$ cat config.mk
export PLATFORM = sky130hd
export DESIGN_NAME = dcfs_status_regs
export DESIGN_NICKNAME = d
export VERILOG_FILES = /design/src/common/dcfs_pkg.sv /design/src/design/dcfs_snapshot.sv /design/src/design/dcfs_status_regs.sv
export SDC_FILE = /design/constraint.sdc
export NUM_CORES = 1
export LEC_CHECK = 0
export ABC_AREA = 1
export CAP_MARGIN = 20
export CORE_ASPECT_RATIO = 1.4
export CORE_MARGIN = 8
export CORE_UTILIZATION = 30
export DETAILED_ROUTE_END_ITERATION = 6
export DONT_BUFFER_PORTS = 1
export SLEW_MARGIN = 25
export SYNTH_ARGS = -nofsm -noshare
export SYNTH_HDL_FRONTEND = slang
export SYNTH_SLANG_ARGS = --single-unit
$ cat constraint.sdc
create_clock -name pclk -period 1.33 [get_ports pclk]
set_input_delay 0.133 -clock pclk [delete_from_list [all_inputs] [get_ports pclk]]
set_output_delay 0.133 -clock pclk [all_outputs]
set_load 0.1 [all_outputs]
$ cat src/common/dcfs_pkg.sv
// Purpose: shared constants for the carrier and fec status register bank
// Assumes: apb, 32-bit data; register index times four is the byte address
// Notes: printed offsets are not all word aligned, so they are kept as indices
package dcfs_pkg;

  localparam int ADDR_W = 12;
  localparam int DATA_W = 32;
  localparam int IDX_W = 8;

  // register indices, byte address = index * 4
  localparam logic [7:0] IDX_LATCH_CTRL = 8'h25;
  localparam logic [7:0] IDX_ACC_LOW = 8'h3c;
  localparam logic [7:0] IDX_ACC_MID = 8'h3d;
  localparam logic [7:0] IDX_ACC_HIGH = 8'h3e;
  localparam logic [7:0] IDX_SYNC_STATE = 8'h41;
  localparam logic [7:0] IDX_SEG_ERR_LOW = 8'h43;
  localparam logic [7:0] IDX_SEG_ERR_HIGH = 8'h44;
  localparam logic [7:0] IDX_INT_STATUS = 8'h70;
  localparam logic [7:0] IDX_INT_MASK = 8'h71;

  // value widths
  localparam int ACC_W = 20;
  localparam int SEG_ERR_W = 12;
  localparam int FEC_W = 2;
  localparam int TRELLIS_W = 2;
  localparam int DEINT_W = 4;
  localparam int SNAP_W = ACC_W + SEG_ERR_W + FEC_W + TRELLIS_W + DEINT_W;

  // snapshot vector layout
  localparam int SNAP_SEG_LSB = 0;
  localparam int SNAP_FEC_LSB = SNAP_SEG_LSB + SEG_ERR_W;
  localparam int SNAP_DEINT_LSB = SNAP_FEC_LSB + FEC_W;
  localparam int SNAP_TRELLIS_LSB = SNAP_DEINT_LSB + DEINT_W;
  localparam int SNAP_ACC_LSB = SNAP_TRELLIS_LSB + TRELLIS_W;

  // field positions
  localparam int LATCH_GO_BIT = 0;
  localparam int SEG_HIGH_LSB = 4;

  // fec synchronizer codes
  localparam logic [1:0] FEC_SEARCHING = 2'h0;
  localparam logic [1:0] FEC_LOCKED = 2'h1;
  localparam logic [1:0] FEC_LOST = 2'h3;

  // trellis sync codes
  localparam logic [1:0] TRELLIS_LOCK_LOW_ERR = 2'h0;
  localparam logic [1:0] TRELLIS_LOCK_HIGH_ERR = 2'h2;
  localparam logic [1:0] TRELLIS_HUNTING = 2'h3;

  // interrupt status bits
  localparam int INT_W = 3;
  localparam int INT_SNAP_BIT = 0;
  localparam int INT_FEC_LOST_BIT = 1;
  localparam int INT_TRELLIS_HUNT_BIT = 2;

  // reset values
  localparam logic [SNAP_W-1:0] SNAP_RESET = '0;
  localparam logic [INT_W-1:0] INT_MASK_RESET = 3'h0;
  localparam logic [DATA_W-1:0] DATA_ZERO = 32'h0000_0000;

  typedef enum logic [1:0] {
    DCFS_PH_IDLE = 2'b00,
    DCFS_PH_SETUP = 2'b01,
    DCFS_PH_ACCESS = 2'b10
  } dcfs_phase_t;

endpackage : dcfs_pkg

$ cat src/design/dcfs_snapshot.sv
// Purpose: holds one coherent copy of all live status values
// Assumes: capture is a single-cycle pulse in the pclk domain
// Notes: every bit loads on the same edge, so multi-byte reads agree
`timescale 1ns/100ps
module dcfs_snapshot #(
  parameter int WIDTH = dcfs_pkg::SNAP_W
) (
  input wire logic pclk,
  input wire logic presetn,
  input wire logic capture,
  input wire logic [WIDTH-1:0] live,
  output logic [WIDTH-1:0] held
);

  logic [WIDTH-1:0] held_r;
  logic [WIDTH-1:0] held_nxt;

  always_comb begin
    held_nxt = held_r;
    if (capture) begin
      held_nxt = live;
    end
  end

  always_ff @(posedge pclk or negedge presetn) begin
    if (!presetn) begin
      held_r <= '0;
    end else begin
      held_r <= held_nxt;
    end
  end

  assign held = held_r;

endmodule : dcfs_snapshot

$ cat src/design/dcfs_status_regs.sv
// Purpose: apb status bank for carrier loop, fec sync and segment errors
// Assumes: live inputs are synchronous to pclk; zero wait state slave
// Notes: held values change only on a latch command, or at 41h on a qam_mode switch; 70h bits set on latch, live fec lost and qam trellis hunt events
//
// Operation
// - 20-bit carrier accumulator split over 3Ch, 3Dh and low nibble of 3Eh.
// - snapshot refreshes only when host writes one to bit 0 at 25h.
// - unused upper bits read zero: 3Eh bits 7:4, 41h bits 7:2 in vsb.
// - vsb 41h bits 1:0 hold fec sync: 00 search, 11 lost, 10 unused.
// - fec sync code 01 means locked, data valid, in both modes.
// - qam 41h bits 7:6 trellis: 00 lock low err, 10 lock high, 11 hunt.
// - qam 41h bits 5:2 hold latched deinterleaver control value.
// - 12-bit segment error count: 43h bits 7:0, 44h bits 7:4.
//
// Local design decision: register access over APB.
`timescale 1ns/100ps
module dcfs_status_regs #(
  parameter int ADDR_W = dcfs_pkg::ADDR_W
) (
  input wire logic pclk,
  input wire logic presetn,
  input wire logic psel,
  input wire logic penable,
  input wire logic pwrite,
  input wire logic [ADDR_W-1:0] paddr,
  input wire logic [31:0] pwdata,
  input wire logic [3:0] pstrb,
  output logic [31:0] prdata,
  output logic pready,
  output logic pslverr,
  input wire logic qam_mode,
  input wire logic [19:0] carrier_acc_live,
  input wire logic [1:0] fec_sync_live,
  input wire logic [1:0] trellis_sync_live,
  input wire logic [3:0] deint_ctrl_live,
  input wire logic [11:0] seg_err_count_live,
  output logic irq
);

  // register index of an address, word aligned
  function automatic logic [7:0] reg_index(input logic [ADDR_W-1:0] a);
    reg_index = a[dcfs_pkg::IDX_W+1:2];
  endfunction : reg_index

  function automatic logic is_mapped(input logic [ADDR_W-1:0] a);
    logic [7:0] idx;
    idx = a[dcfs_pkg::IDX_W+1:2];
    is_mapped = 1'b0;
    if ((a[1:0] == 2'b00) && (a[ADDR_W-1:dcfs_pkg::IDX_W+2] == '0)) begin
      case (idx)
        dcfs_pkg::IDX_LATCH_CTRL,
        dcfs_pkg::IDX_ACC_LOW,
        dcfs_pkg::IDX_ACC_MID,
        dcfs_pkg::IDX_ACC_HIGH,
        dcfs_pkg::IDX_SYNC_STATE,
        dcfs_pkg::IDX_SEG_ERR_LOW,
        dcfs_pkg::IDX_SEG_ERR_HIGH,
        dcfs_pkg::IDX_INT_STATUS,
        dcfs_pkg::IDX_INT_MASK: is_mapped = 1'b1;
        default: is_mapped = 1'b0;
      endcase
    end
  endfunction : is_mapped

  // bus phase tracking
  dcfs_pkg::dcfs_phase_t phase_r;
  dcfs_pkg::dcfs_phase_t phase_nxt;
  logic setup_cyc;
  logic access_cyc;
  logic wr_done;
  logic rd_done;
  logic [7:0] acc_idx;

  assign setup_cyc = psel && !penable;
  assign access_cyc = psel && penable;
  assign acc_idx = reg_index(paddr);
  // zero wait: every access completes in its first access cycle
  assign pready = 1'b1;
  assign pslverr = access_cyc && !is_mapped(paddr);
  assign wr_done = access_cyc && pwrite && is_mapped(paddr);
  assign rd_done = access_cyc && !pwrite && is_mapped(paddr);

  always_comb begin
    case (phase_r)
      dcfs_pkg::DCFS_PH_IDLE: begin
        phase_nxt = setup_cyc ? dcfs_pkg::DCFS_PH_SETUP
                              : dcfs_pkg::DCFS_PH_IDLE;
      end
      dcfs_pkg::DCFS_PH_SETUP: begin
        phase_nxt = access_cyc ? dcfs_pkg::DCFS_PH_ACCESS
                               : dcfs_pkg::DCFS_PH_IDLE;
      end
      dcfs_pkg::DCFS_PH_ACCESS: begin
        phase_nxt = setup_cyc ? dcfs_pkg::DCFS_PH_SETUP
                              : dcfs_pkg::DCFS_PH_IDLE;
      end
      default: phase_nxt = dcfs_pkg::DCFS_PH_IDLE;
    endcase
  end

  always_ff @(posedge pclk or negedge presetn) begin
    if (!presetn) begin
      phase_r <= dcfs_pkg::DCFS_PH_IDLE;
    end else begin
      phase_r <= phase_nxt;
    end
  end

  // latch command: only a write of one to bit 0 at 25h refreshes
  logic latch_go;
  assign latch_go = wr_done && (acc_idx == dcfs_pkg::IDX_LATCH_CTRL) &&
                    pstrb[0] && pwdata[dcfs_pkg::LATCH_GO_BIT];

  // all values captured together on one edge
  logic [dcfs_pkg::SNAP_W-1:0] snap_live;
  logic [dcfs_pkg::SNAP_W-1:0] snap_held;

  assign snap_live = {carrier_acc_live, trellis_sync_live, deint_ctrl_live,
                      fec_sync_live, seg_err_count_live};

  dcfs_snapshot #(
    .WIDTH(dcfs_pkg::SNAP_W)
  ) u_snapshot (
    .pclk(pclk),
    .presetn(presetn),
    .capture(latch_go),
    .live(snap_live),
    .held(snap_held)
  );

  logic [19:0] acc_s;
  logic [1:0] trellis_s;
  logic [3:0] deint_s;
  logic [1:0] fec_s;
  logic [11:0] seg_s;

  assign acc_s = snap_held[dcfs_pkg::SNAP_ACC_LSB +: dcfs_pkg::ACC_W];
  assign trellis_s =
    snap_held[dcfs_pkg::SNAP_TRELLIS_LSB +: dcfs_pkg::TRELLIS_W];
  assign deint_s = snap_held[dcfs_pkg::SNAP_DEINT_LSB +: dcfs_pkg::DEINT_W];
  assign fec_s = snap_held[dcfs_pkg::SNAP_FEC_LSB +: dcfs_pkg::FEC_W];
  assign seg_s = snap_held[dcfs_pkg::SNAP_SEG_LSB +: dcfs_pkg::SEG_ERR_W];

  // sync state byte; mode is read live so a mode switch shows at once
  logic [7:0] sync_byte;
  always_comb begin
    if (qam_mode) begin
      sync_byte = {trellis_s, deint_s, fec_s};
    end else begin
      sync_byte = {6'h00, fec_s};
    end
  end

  // event detection on live values
  logic [1:0] fec_prev_r;
  logic [1:0] fec_prev_nxt;
  logic [1:0] trellis_prev_r;
  logic [1:0] trellis_prev_nxt;
  logic [dcfs_pkg::INT_W-1:0] int_event;

  assign fec_prev_nxt = fec_sync_live;
  assign trellis_prev_nxt = trellis_sync_live;

  always_comb begin
    int_event = '0;
    int_event[dcfs_pkg::INT_SNAP_BIT] = latch_go;
    int_event[dcfs_pkg::INT_FEC_LOST_BIT] =
      (fec_sync_live == dcfs_pkg::FEC_LOST) &&
      (fec_prev_r != dcfs_pkg::FEC_LOST);
    int_event[dcfs_pkg::INT_TRELLIS_HUNT_BIT] = qam_mode &&
      (trellis_sync_live == dcfs_pkg::TRELLIS_HUNTING) &&
      (trellis_prev_r != dcfs_pkg::TRELLIS_HUNTING);
  end

  always_ff @(posedge pclk or negedge presetn) begin
    if (!presetn) begin
      fec_prev_r <= dcfs_pkg::FEC_SEARCHING;
      trellis_prev_r <= dcfs_pkg::TRELLIS_HUNTING;
    end else begin
      fec_prev_r <= fec_prev_nxt;
      trellis_prev_r <= trellis_prev_nxt;
    end
  end

  // interrupt status and mask
  logic [dcfs_pkg::INT_W-1:0] int_stat_r;
  logic [dcfs_pkg::INT_W-1:0] int_stat_nxt;
  logic [dcfs_pkg::INT_W-1:0] int_mask_r;
  logic [dcfs_pkg::INT_W-1:0] int_mask_nxt;
  logic stat_clear;

  assign stat_clear = rd_done && (acc_idx == dcfs_pkg::IDX_INT_STATUS);

  always_comb begin
    int_stat_nxt = int_stat_r;
    if (stat_clear) begin
      int_stat_nxt = '0;
    end
    // set after clear so an event in the clearing cycle survives
    int_stat_nxt = int_stat_nxt | int_event;
    int_mask_nxt = int_mask_r;
    if (wr_done && (acc_idx == dcfs_pkg::IDX_INT_MASK) && pstrb[0]) begin
      int_mask_nxt = pwdata[dcfs_pkg::INT_W-1:0];
    end
  end

  always_ff @(posedge pclk or negedge presetn) begin
    if (!presetn) begin
      int_stat_r <= '0;
      int_mask_r <= dcfs_pkg::INT_MASK_RESET;
    end else begin
      int_stat_r <= int_stat_nxt;
      int_mask_r <= int_mask_nxt;
    end
  end

  assign irq = |(int_stat_r & int_mask_r);

  // read data, prepared in the setup cycle and held through access
  logic [31:0] rdata_r;
  logic [31:0] rdata_nxt;
  logic [7:0] setup_byte;
  logic [7:0] rd_idx;

  assign rd_idx = reg_index(paddr);

  always_comb begin
    setup_byte = 8'h00;
    case (rd_idx)
      dcfs_pkg::IDX_ACC_LOW: setup_byte = acc_s[7:0];
      dcfs_pkg::IDX_ACC_MID: setup_byte = acc_s[15:8];
      dcfs_pkg::IDX_ACC_HIGH: setup_byte = {4'h0, acc_s[19:16]};
      dcfs_pkg::IDX_SYNC_STATE: setup_byte = sync_byte;
      dcfs_pkg::IDX_SEG_ERR_LOW: setup_byte = seg_s[7:0];
      dcfs_pkg::IDX_SEG_ERR_HIGH: setup_byte = {seg_s[11:8], 4'h0};
      dcfs_pkg::IDX_INT_STATUS: setup_byte = {5'h00, int_stat_r};
      dcfs_pkg::IDX_INT_MASK: setup_byte = {5'h00, int_mask_r};
      default: setup_byte = 8'h00;
    endcase
    rdata_nxt = rdata_r;
    if (setup_cyc && !pwrite) begin
      if (is_mapped(paddr)) begin
        rdata_nxt = {24'h00_0000, setup_byte};
      end else begin
        rdata_nxt = dcfs_pkg::DATA_ZERO;
      end
    end
  end

  // writes to status indices fall through: no state is touched
  always_ff @(posedge pclk or negedge presetn) begin
    if (!presetn) begin
      rdata_r <= dcfs_pkg::DATA_ZERO;
    end else begin
      rdata_r <= rdata_nxt;
    end
  end

  assign prdata = rdata_r;

endmodule : dcfs_status_regs

==> results of run 1 <==
-- what timing repair did --
action | 4_1_cts | 5_1_grt
hold buffers | 43 | 1
setup endpoints to repair | 2 | 2
pin swaps | 2 | 5
endpoints found under the hold margin | 106 | 59
setup buffers | 2 | 4
resized for setup | 11 | 7
-- per-stage QoR --
stage | utilization [%] | hold WS (ps) | total power [W] | worst slack, ps | TNS (ps)
floorplan | - | -163 | 0.00227 | -647 | -1240
global placement | 33.8 | -160 | 0.00225 | -99.0 | -2040
detailed placement | 33.8 | -160 | 0.00225 | -108 | -2320
CTS | 41.4 | -505 | 0.00470 | -101 | -101
global route | 41.9 | -509 | 0.00482 | -91.2 | -118
finish | 41.9 | -494 | 0.00467 | -35.1 | -35.1
-- synth_stat cells --
cell type / instances
nand2_1: 149
dfrtp_1: 56
nand4_1: 51
nand3_1: 38
buf_4: 25
inv_1: 18
nor2_1: 16
clkbuf_1: 8
buf_2: 6
a21oi_1: 5
buf_6: 5
nor2_4: 5
o21ai_0: 5
inv_2: 4
nand2_2: 4
nor2_2: 4
conb_1: 2
dfstp_2: 2
nor3_1: 2
a211oi_1: 1
nand2_4: 1
nand4_2: 1
nor4_2: 1
o211ai_1: 1
o22ai_1: 1
-- report_power, final --
group	internal, W	leakage (nW)	total (W)	switching (W)
logic	0.000137	1.31	0.000580	0.000444
clock network	0.00155	0.145	0.00231	0.000764
registers	0.00178	0.789	0.00178	0.00000176
total	0.00346	2.24	0.00467	0.00121
-- worst max-delay path by stage --
stage	start	end	cells after the start
3_5_place_dp	paddr[8]	u_snapshot.held[15]	12
2_1_floorplan	int_mask_r[2]	irq	2
3_3_place_gp	paddr[8]	u_snapshot.held[39]	12
4_1_cts	int_stat_r[2]	irq	3
5_1_grt	int_mask_r[2]	irq	3
6_report	int_mask_r[2]	irq	3
-- flip-flops by register name (all words and copies together) (netlist names) --
signal / flops
u_snapshot.held: 40
int_mask_r: 3
prdata: 8
trellis_prev_r: 2
int_stat_r: 3
fec_prev_r: 2
-- cells by family (layout without fill, tap and decap cells) --
family	count (synthesis)	in the layout	share of synthesized area, %
DFF	58	58	45.4
buffers and inverters	66	124	12.1
other	2	25	0.235
and+or+nand+nor	272	272	40.0
AOI/OAI and AO/OA	13	13	2.23
-- layout make-up --
cell class                      count  area [um2]  share of cell area [%]
Clock buffer                       12         256                    5.88
Clock inverter                      4        50.0                    1.15
Inverter                           22        82.6                    1.89
Multi-Input combinational cell    310        1510                    34.6
Sequential cell                    58        1450                    33.3
Tap cell                          138         173                    3.96
Timing Repair Buffer               86         836                    19.2
-- routing by layer --
metal / wire length [um] / share of wire (%) / global-route usage, %
met5: 0 / 0 / 0
met4: 276 / 2.9 / 7.19
met3: 434 / 4.5 / 2.71
met2: 5090 / 53 / 23.7
met1: 3820 / 40 / 15.7
-- worst register-to-register path, stage by stage, from the launching register on --
cell	delay, ps
dfrtp_1	360
inv_2	50
buf_4	120
o22ai_1	200
inv_1	70
nand4_1	90
nand2_1	70
nand2_1	50
==> flow_metrics.tcl, run 1 <==
set metrics [dict create \
    status "finished with violations" \
    failed_checks "negative hold slack, negative setup slack" \
    nFillCells 1047 \
    clk_pin_slew_ps 50 \
    ys_types 25 \
    wl_per_cell_um 15.3 \
    yosysWarnings 0 \
    slew_viol_final 0 \
    antenna_found_initial 0 \
    critPathTopFamily "flip-flops" \
    diodes 0 \
    finalHoldViolations 58 \
    drt_iter0_markers 195 \
    dp_cells 564 \
    worst-setup-path-type "reg2out" \
    startpoint_type "flop" \
    final_common_cell "nand2_1" \
    num_vias 2988 \
    placed_area_um2 3520 \
    cts_buffer_depth 2 \
    initial_core_util_pct 30.8 \
    critPathMaxStageDelay_ps 370 \
    grt_remaining_overflow 0 \
    die_y_um 138 \
    timing.final.crit_share_pct 103 \
    setup_viol 1 \
    firstDrtPassIters 4 \
    root_buffer "clkbuf_16" \
    routed_wl_um 9620 \
    ys_ff_latch 58 \
    dieArea_um2 14300 \
    synth_area_per_cell_um2 7.79 \
    io_buffers 0 \
    grt_pass1_vias 3084 \
    rsz0062_at_grt "yes" \
    fin_skew_ps 3.69 \
    critPathCaptureType "output port" \
    htreeDepth 3 \
    synth.cell_area_um2 3200 \
    ir_worst_vdd_v 0.000650 \
    drive_above_1_share_pct 18.7 \
    yosys.area.top_type "dfrtp_1" \
    worst_ep_required_time_ps 1200 \
    reg2reg_from "int_stat_r[2]" \
    holdWs_ps -494 \
    fp.dieW_um 103 \
    cts_buffers 9 \
    synthTopCellsByArea "dfrtp_1, nand2_1, nand4_1" \
    critPathBufInv 2 \
    gp_congestion 0.878 \
    layout_common_cells "nand2_1, dfrtp_1, nand4_1" \
    grt_start_max_net_pins 59 \
    hold_class "in2async" \
    cap_viol_max_count 0 \
    ys_seq_area_share_pct 45.4 \
    dp_hpwl_um 7200 \
    final_area_um2 4360 \
    synth.top_cell.area_share_pct 43.8 \
    leakagePower_nw 2.24 \
    arrival_ps 1230 \
    cp_cell_sequence "inv_2, o211ai_1, clkbuf_16" \
    syn2layout_area_growth_pct 36.2 \
    gr-usage-all-layers_pct 13.9 \
    worstRegToRegCells 7 \
    postSynthCellCount 411 \
    powerDensity_nw_per_um2 1070 \
    r2r_slack_ps 270 \
    pin_count 129 \
    timing.final.ws_setup_ps -35.1 \
    crit_slowest_cell "dfrtp_1" \
    worstSkewPairLatency_ps 320 \
    max_freq_ghz 0.733 \
    grt_pass1_wl_um 15500 \
    cts_sinks 58 \
    cp_max_fo 2 \
    via_per_inst 4.74 \
    core.rowCount 44 \
    nNetsFinal 581 \
    cts_tree "yes" \
    layout_min_cycle_time_ps 1370 \
    core-area_um2 10400 \
    stdcell_count 630 \
    ant_nets 0 \
    drt_drc_violations_left 0 \
    r2r_end "prdata[2]" \
]
Power figures use the tool's default switching activity.
==> run 2, diff against run 1 <==
--- a/config.mk
+++ b/config.mk
@@ -10,6 +10,7 @@
 export CORE_ASPECT_RATIO = 1.4
 export CORE_MARGIN = 8
 export CORE_UTILIZATION = 30
+export CTS_BUF_LIST = sky130_fd_sc_hd__clkbuf_16
 export DETAILED_ROUTE_END_ITERATION = 6
 export DONT_BUFFER_PORTS = 1
 export SLEW_MARGIN = 25
==> run 2 against run 1 <==
Effect of this change: die area stayed put; critical path depth did not move; sequential share of layout area rose by 0.15 points; combinational power is essentially flat; the flow still finishes with violations (negative hold slack, negative setup slack); clock power is 6% lower; flip-flop and latch count unchanged; design area down 0.46%; critical endpoint unchanged; non-clock buffer count unchanged; setup slack improved by 0.55 ps; worst hold slack improved by 0.72 ps; clock skew is essentially flat; first-iteration DRC count shrank 3.6%.
==> flow_metrics.tcl, run 2 (same netlist as run 1, synthesis figures left out) <==
set metrics [dict create \
    status "finished with violations" \
    failed_checks "negative hold slack, negative setup slack" \
    antenna_found_initial 0 \
    timing.final.ws_setup_ps -34.6 \
    leakagePower_nw 2.23 \
    drt_iter0_markers 188 \
    nFillCells 1050 \
    via_per_inst 4.76 \
    fin_skew_ps 3.73 \
    arrival_ps 1230 \
    core-area_um2 10400 \
    layout_min_cycle_time_ps 1360 \
    final_common_cell "nand2_1" \
    num_vias 2997 \
    gr-usage-all-layers_pct 13.9 \
    cp_max_fo 2 \
    startpoint_type "flop" \
    cts_tree "yes" \
    sequentialPowerShare_pct 39.2 \
    dieArea_um2 14300 \
    setup_viol 1 \
    initial_core_util_pct 30.8 \
    routed_wl_um 9620 \
    switching_share_pct 26.5 \
    fin_setup_tns_ps -34.6 \
    root_buffer "clkbuf_16" \
    slew_viol_final 0 \
    htreeDepth 3 \
    grt_pass1_vias 3078 \
    final_area_um2 4340 \
    stdcell_count 630 \
    layout_common_cells "nand2_1, dfrtp_1, nand4_1" \
    worst-setup-path-type "reg2out" \
    nNetsFinal 581 \
    p_clk_share_pct 48.1 \
    fin_util_pct 41.7 \
    critPathCaptureType "output port" \
    multi_input_area_um2 1510 \
    syn2layout_area_growth_pct 35.6 \
    core.rowCount 44 \
    register_area_um2 1450 \
    pin_count 129 \
    power_w 0.00454 \
    fp.dieW_um 103 \
    dp_cells 564 \
    largest_register_ff_count 40 \
    drt_drc_violations_left 0 \
    ant_nets 0 \
    cts_buffer_depth 2 \
    die_y_um 138 \
    max_freq_ghz 0.733 \
    grt_start_max_net_pins 59 \
    ir_worst_vdd_v 0.000646 \
    finalHoldViolations 58 \
    powerDensity_nw_per_um2 1050 \
    diodes 0 \
    drive_above_1_share_pct 18.3 \
    wl_per_cell_um 15.3 \
    worstSkewPairLatency_ps 320 \
    timing.final.crit_share_pct 103 \
    cap_viol_max_count 0 \
    combinationalPowerShare_pct 12.8 \
    cts_buffers 9 \
    gp_congestion 0.878 \
    grt_remaining_overflow 0 \
    dp_hpwl_um 7200 \
    cts_sinks 58 \
    holdWs_ps -493 \
    worst_ep_required_time_ps 1200 \
    grt_pass1_wl_um 15500 \
    netSwitchingPower_w 0.00120 \
    p_int_w 0.00334 \
    io_buffers 0 \
    firstDrtPassIters 4 \
    rsz0062_at_grt "yes" \
    placed_area_um2 3520 \
    hold_class "in2async" \
    clk_pin_slew_ps 50 \
]
==> run 2: cell count changes in the layout (fill, tap and decap cells not counted) <==
cell / previous run / this run
clkinv_1: 0 / 2
clkbuf_1: 1 / 0
inv_1: 16 / 17
clkbuf_8: 2 / 0
==> run 2: power groups by stage <==
stage | Sequential (W) | Combinational, W | Clock [W]
floorplan | 0.00181 | 0.000459 | 0
global placement | 0.00181 | 0.000444 | 0
detailed placement | 0.00181 | 0.000447 | 0
CTS | 0.00178 | 0.000571 | 0.00222
global route | 0.00178 | 0.000604 | 0.00231
finish | 0.00178 | 0.000580 | 0.00218
==> run 2: repair_timing <==
action	in CTS	in global routing
pin swaps	2	5
endpoints found under the hold margin	106	59
gates resized for setup	11	7
buffers inserted	2	4
hold buffers	43	1
endpoints found under the setup margin	2	2
==> run 2: final timing paths <==
kind / start / endpoint / slack (ps) / cells past startpoint
setup / recovery: int_mask_r[2] / irq / -30 / 3
hold / removal: presetn / prdata[5] / -490 / 0
setup reg to reg: int_stat_r[2] / prdata[2] / 270 / 7
hold reg to reg: u_snapshot.held[23] / u_snapshot.held[23] / 480 / 2
max in group asynchronous: presetn / trellis_prev_r[0] / 1640 / 0
min in group pclk: pwrite / int_stat_r[1] / 120 / 4
==> run 2: stage by stage <==
stage	hold WS, ps	worst slack, ps
2_1_floorplan	-163	-647
3_3_place_gp	-160	-99.0
3_5_place_dp	-160	-108
4_1_cts	-505	-99.6
5_1_grt	-509	-91.2
6_report	-493	-34.6
==> run 2: cell type report <==
class | instances | share of cell area [%]
Multi-Input combinational cell | 310 | 34.8
Sequential cell | 58 | 33.5
Timing Repair Buffer | 86 | 19.3
Clock buffer | 9 | 5.19
Tap cell | 138 | 3.98
Inverter | 22 | 1.90
Clock inverter | 7 | 1.41
==> run 2: worst max-delay path: stages, from the launching register on <==
cell and delay (ps):
dfrtp_1 370, inv_2 50, o211ai_1 240, clkbuf_16 250
==> run 2: routing by layer <==
metal,track usage (%),vias up,share of wire (%)
met5,0,-,0
met4,7.19,0,2.7
met3,2.71,20,4.7
met2,23.7,93,53
met1,15.7,1412,40
li1,-,1472,-
==> run 3, diff against run 2 <==
--- a/config.mk
+++ b/config.mk
@@ -10,7 +10,7 @@
 export CORE_ASPECT_RATIO = 1.4
 export CORE_MARGIN = 8
 export CORE_UTILIZATION = 30
-export CTS_BUF_LIST = sky130_fd_sc_hd__clkbuf_16
+export CTS_BUF_LIST = sky130_fd_sc_hd__clkbuf_2 sky130_fd_sc_hd__clkbuf_4 sky130_fd_sc_hd__clkbuf_8
 export DETAILED_ROUTE_END_ITERATION = 6
 export DONT_BUFFER_PORTS = 1
 export SLEW_MARGIN = 25
==> run 3 against run 2 <==
Effect of this change: the run still ends with negative hold slack, negative setup slack left; first-iteration DRC count decreased by 13%; clock power decreased by 23%; clock skew increased by 1.3 ps; cell count unchanged; worst hold slack got worse by 21 ps; critical endpoint unchanged; largest cell class unchanged; highest routed layer unchanged.
==> flow_metrics.tcl, run 3 (same netlist as run 1, synthesis figures left out) <==
set metrics [dict create \
    gr-usage-all-layers_pct 13.9 \
    cts_tree "yes" \
    layout_common_cells "nand2_1, dfrtp_1, nand4_1" \
    final_area_um2 4260 \
    timing.final.ws_setup_ps -54.1 \
    num_vias 2993 \
    dieArea_um2 14300 \
    worst_ep_required_time_ps 1200 \
    cp_cell_sequence "inv_2, o211ai_1, clkbuf_16" \
    multi_input_area_um2 1510 \
    layout_min_cycle_time_ps 1380 \
    firstDrtPassIters 4 \
    setup_viol 1 \
    nNetsFinal 581 \
    cp_max_fo 2 \
    cts_buffer_depth 2 \
    stdcell_count 630 \
    placed_area_um2 3520 \
    reg2reg_from "u_snapshot.held[31]" \
    worstSkewPairLatency_ps 340 \
    max_freq_ghz 0.723 \
    hold_class "in2async" \
    drt_drc_violations_left 0 \
    core-area_um2 10400 \
    fp.dieW_um 103 \
    arrival_ps 1250 \
    rsz0062_at_grt "yes" \
    drt_iter0_markers 164 \
    syn2layout_area_growth_pct 33.2 \
    routed_wl_um 9520 \
    nFillCells 1065 \
    grt_remaining_overflow 0 \
    ant_nets 0 \
    startpoint_type "flop" \
    htreeDepth 3 \
    ir_worst_vdd_v 0.000573 \
    io_buffers 0 \
    finalHoldViolations 58 \
    fin_skew_ps 5.02 \
    grt_pass1_vias 3084 \
    failed_checks "negative hold slack, negative setup slack" \
    crit_slowest_cell "dfrtp_1" \
    diodes 0 \
    holdBufCountCts 44 \
    root_buffer "clkbuf_8" \
    gp_congestion 0.878 \
    holdWs_ps -514 \
    die_y_um 138 \
    slew_viol_final 0 \
    via_per_inst 4.75 \
    powerDensity_nw_per_um2 946 \
    drive_above_1_share_pct 18.9 \
    core.rowCount 44 \
    grt_start_max_net_pins 59 \
    status "finished with violations" \
    cap_viol_max_count 0 \
    clk_pin_slew_ps 70 \
    critPathMaxStageDelay_ps 370 \
    initial_core_util_pct 30.8 \
    startpoint "int_mask_r[2]" \
    pin_count 129 \
    cts_buffers 9 \
    dp_hpwl_um 7200 \
    critPathCaptureType "output port" \
    wl_per_cell_um 15.1 \
    dp_cells 564 \
    leakagePower_nw 2.20 \
    final_common_cell "nand2_1" \
    timing.final.crit_share_pct 104 \
    register_area_um2 1450 \
    cts_sinks 58 \
    worst-setup-path-type "reg2out" \
    antenna_found_initial 0 \
    largest_register_ff_count 40 \
    grt_pass1_wl_um 15500 \
]
-- run 3: changes by cell type in the layout (fill, tap and decap cells not counted) --
cell / change
clkbuf_4: +1
inv_1: -1
clkinv_1: -2
clkbuf_8: +11
clkbuf_16: -9
-- run 3: area by class of cell --
| cell class | instances | share of cell area [%] |
|---|---|---|
| clock buffer | 12 | 3.73 |
| multi-input combinational | 310 | 35.4 |
| timing repair buffer | 86 | 19.6 |
| inverter | 22 | 1.94 |
| clock inverter | 4 | 1.17 |
| sequential | 58 | 34.1 |
| tap | 138 | 4.05 |
-- run 3: critical path: cells and delay by family (launching register included) --
family,cells,cell delay (ps)
compound gates,1,240
buf+inv,2,300
flops,1,370
-- run 3: path summary, 6_finish.rpt --
path	end	slack, ps	depth (start not counted)
worst max-delay path	irq	-50	3
worst min-delay path	prdata[5]	-510	0
worst max register to register	prdata[3]	310	4
worst min register to register	u_snapshot.held[35]	480	2
max in group asynchronous	trellis_prev_r[0]	1660	0
min in group pclk	int_stat_r[1]	110	4
-- run 3: metal layers --
layer | global-route usage, % | up-vias | wire length (um)
met4 | 7.12 | 0 | 224
met2 | 23.8 | 98 | 5150
met5 | 0 | - | 0
met3 | 2.56 | 16 | 463
met1 | 15.6 | 1401 | 3680
li1 | - | 1478 | -
-- run 3: through the flow --
stage	utilization (%)	worst slack [ps]	TNS (ps)	total power (W)
after floorplan	-	-647	-1240	0.00227
after global placement	33.8	-99.0	-2040	0.00225
after detailed placement	33.8	-108	-2320	0.00225
after CTS	40.6	-122	-122	0.00405
after global routing	41.0	-118	-145	0.00417
final	41.0	-54.1	-54.1	0.00403
-- run 3: what timing repair did --
| item | 4_1_cts | 5_1_grt |
|---|---|---|
| endpoints found under the setup margin | 2 | 2 |
| gates cloned | 0 | 0 |
| gates resized for setup | 11 | 7 |
| setup buffers | 2 | 4 |
| endpoints found under the hold margin | 107 | 58 |
| pin swaps | 2 | 5 |
-- run 3: where the power goes --
group	switching (W)	total, W	internal, W
clock network	0.000696	0.00168	0.000984
logic	0.000442	0.000579	0.000136
registers	0.00000164	0.00177	0.00177
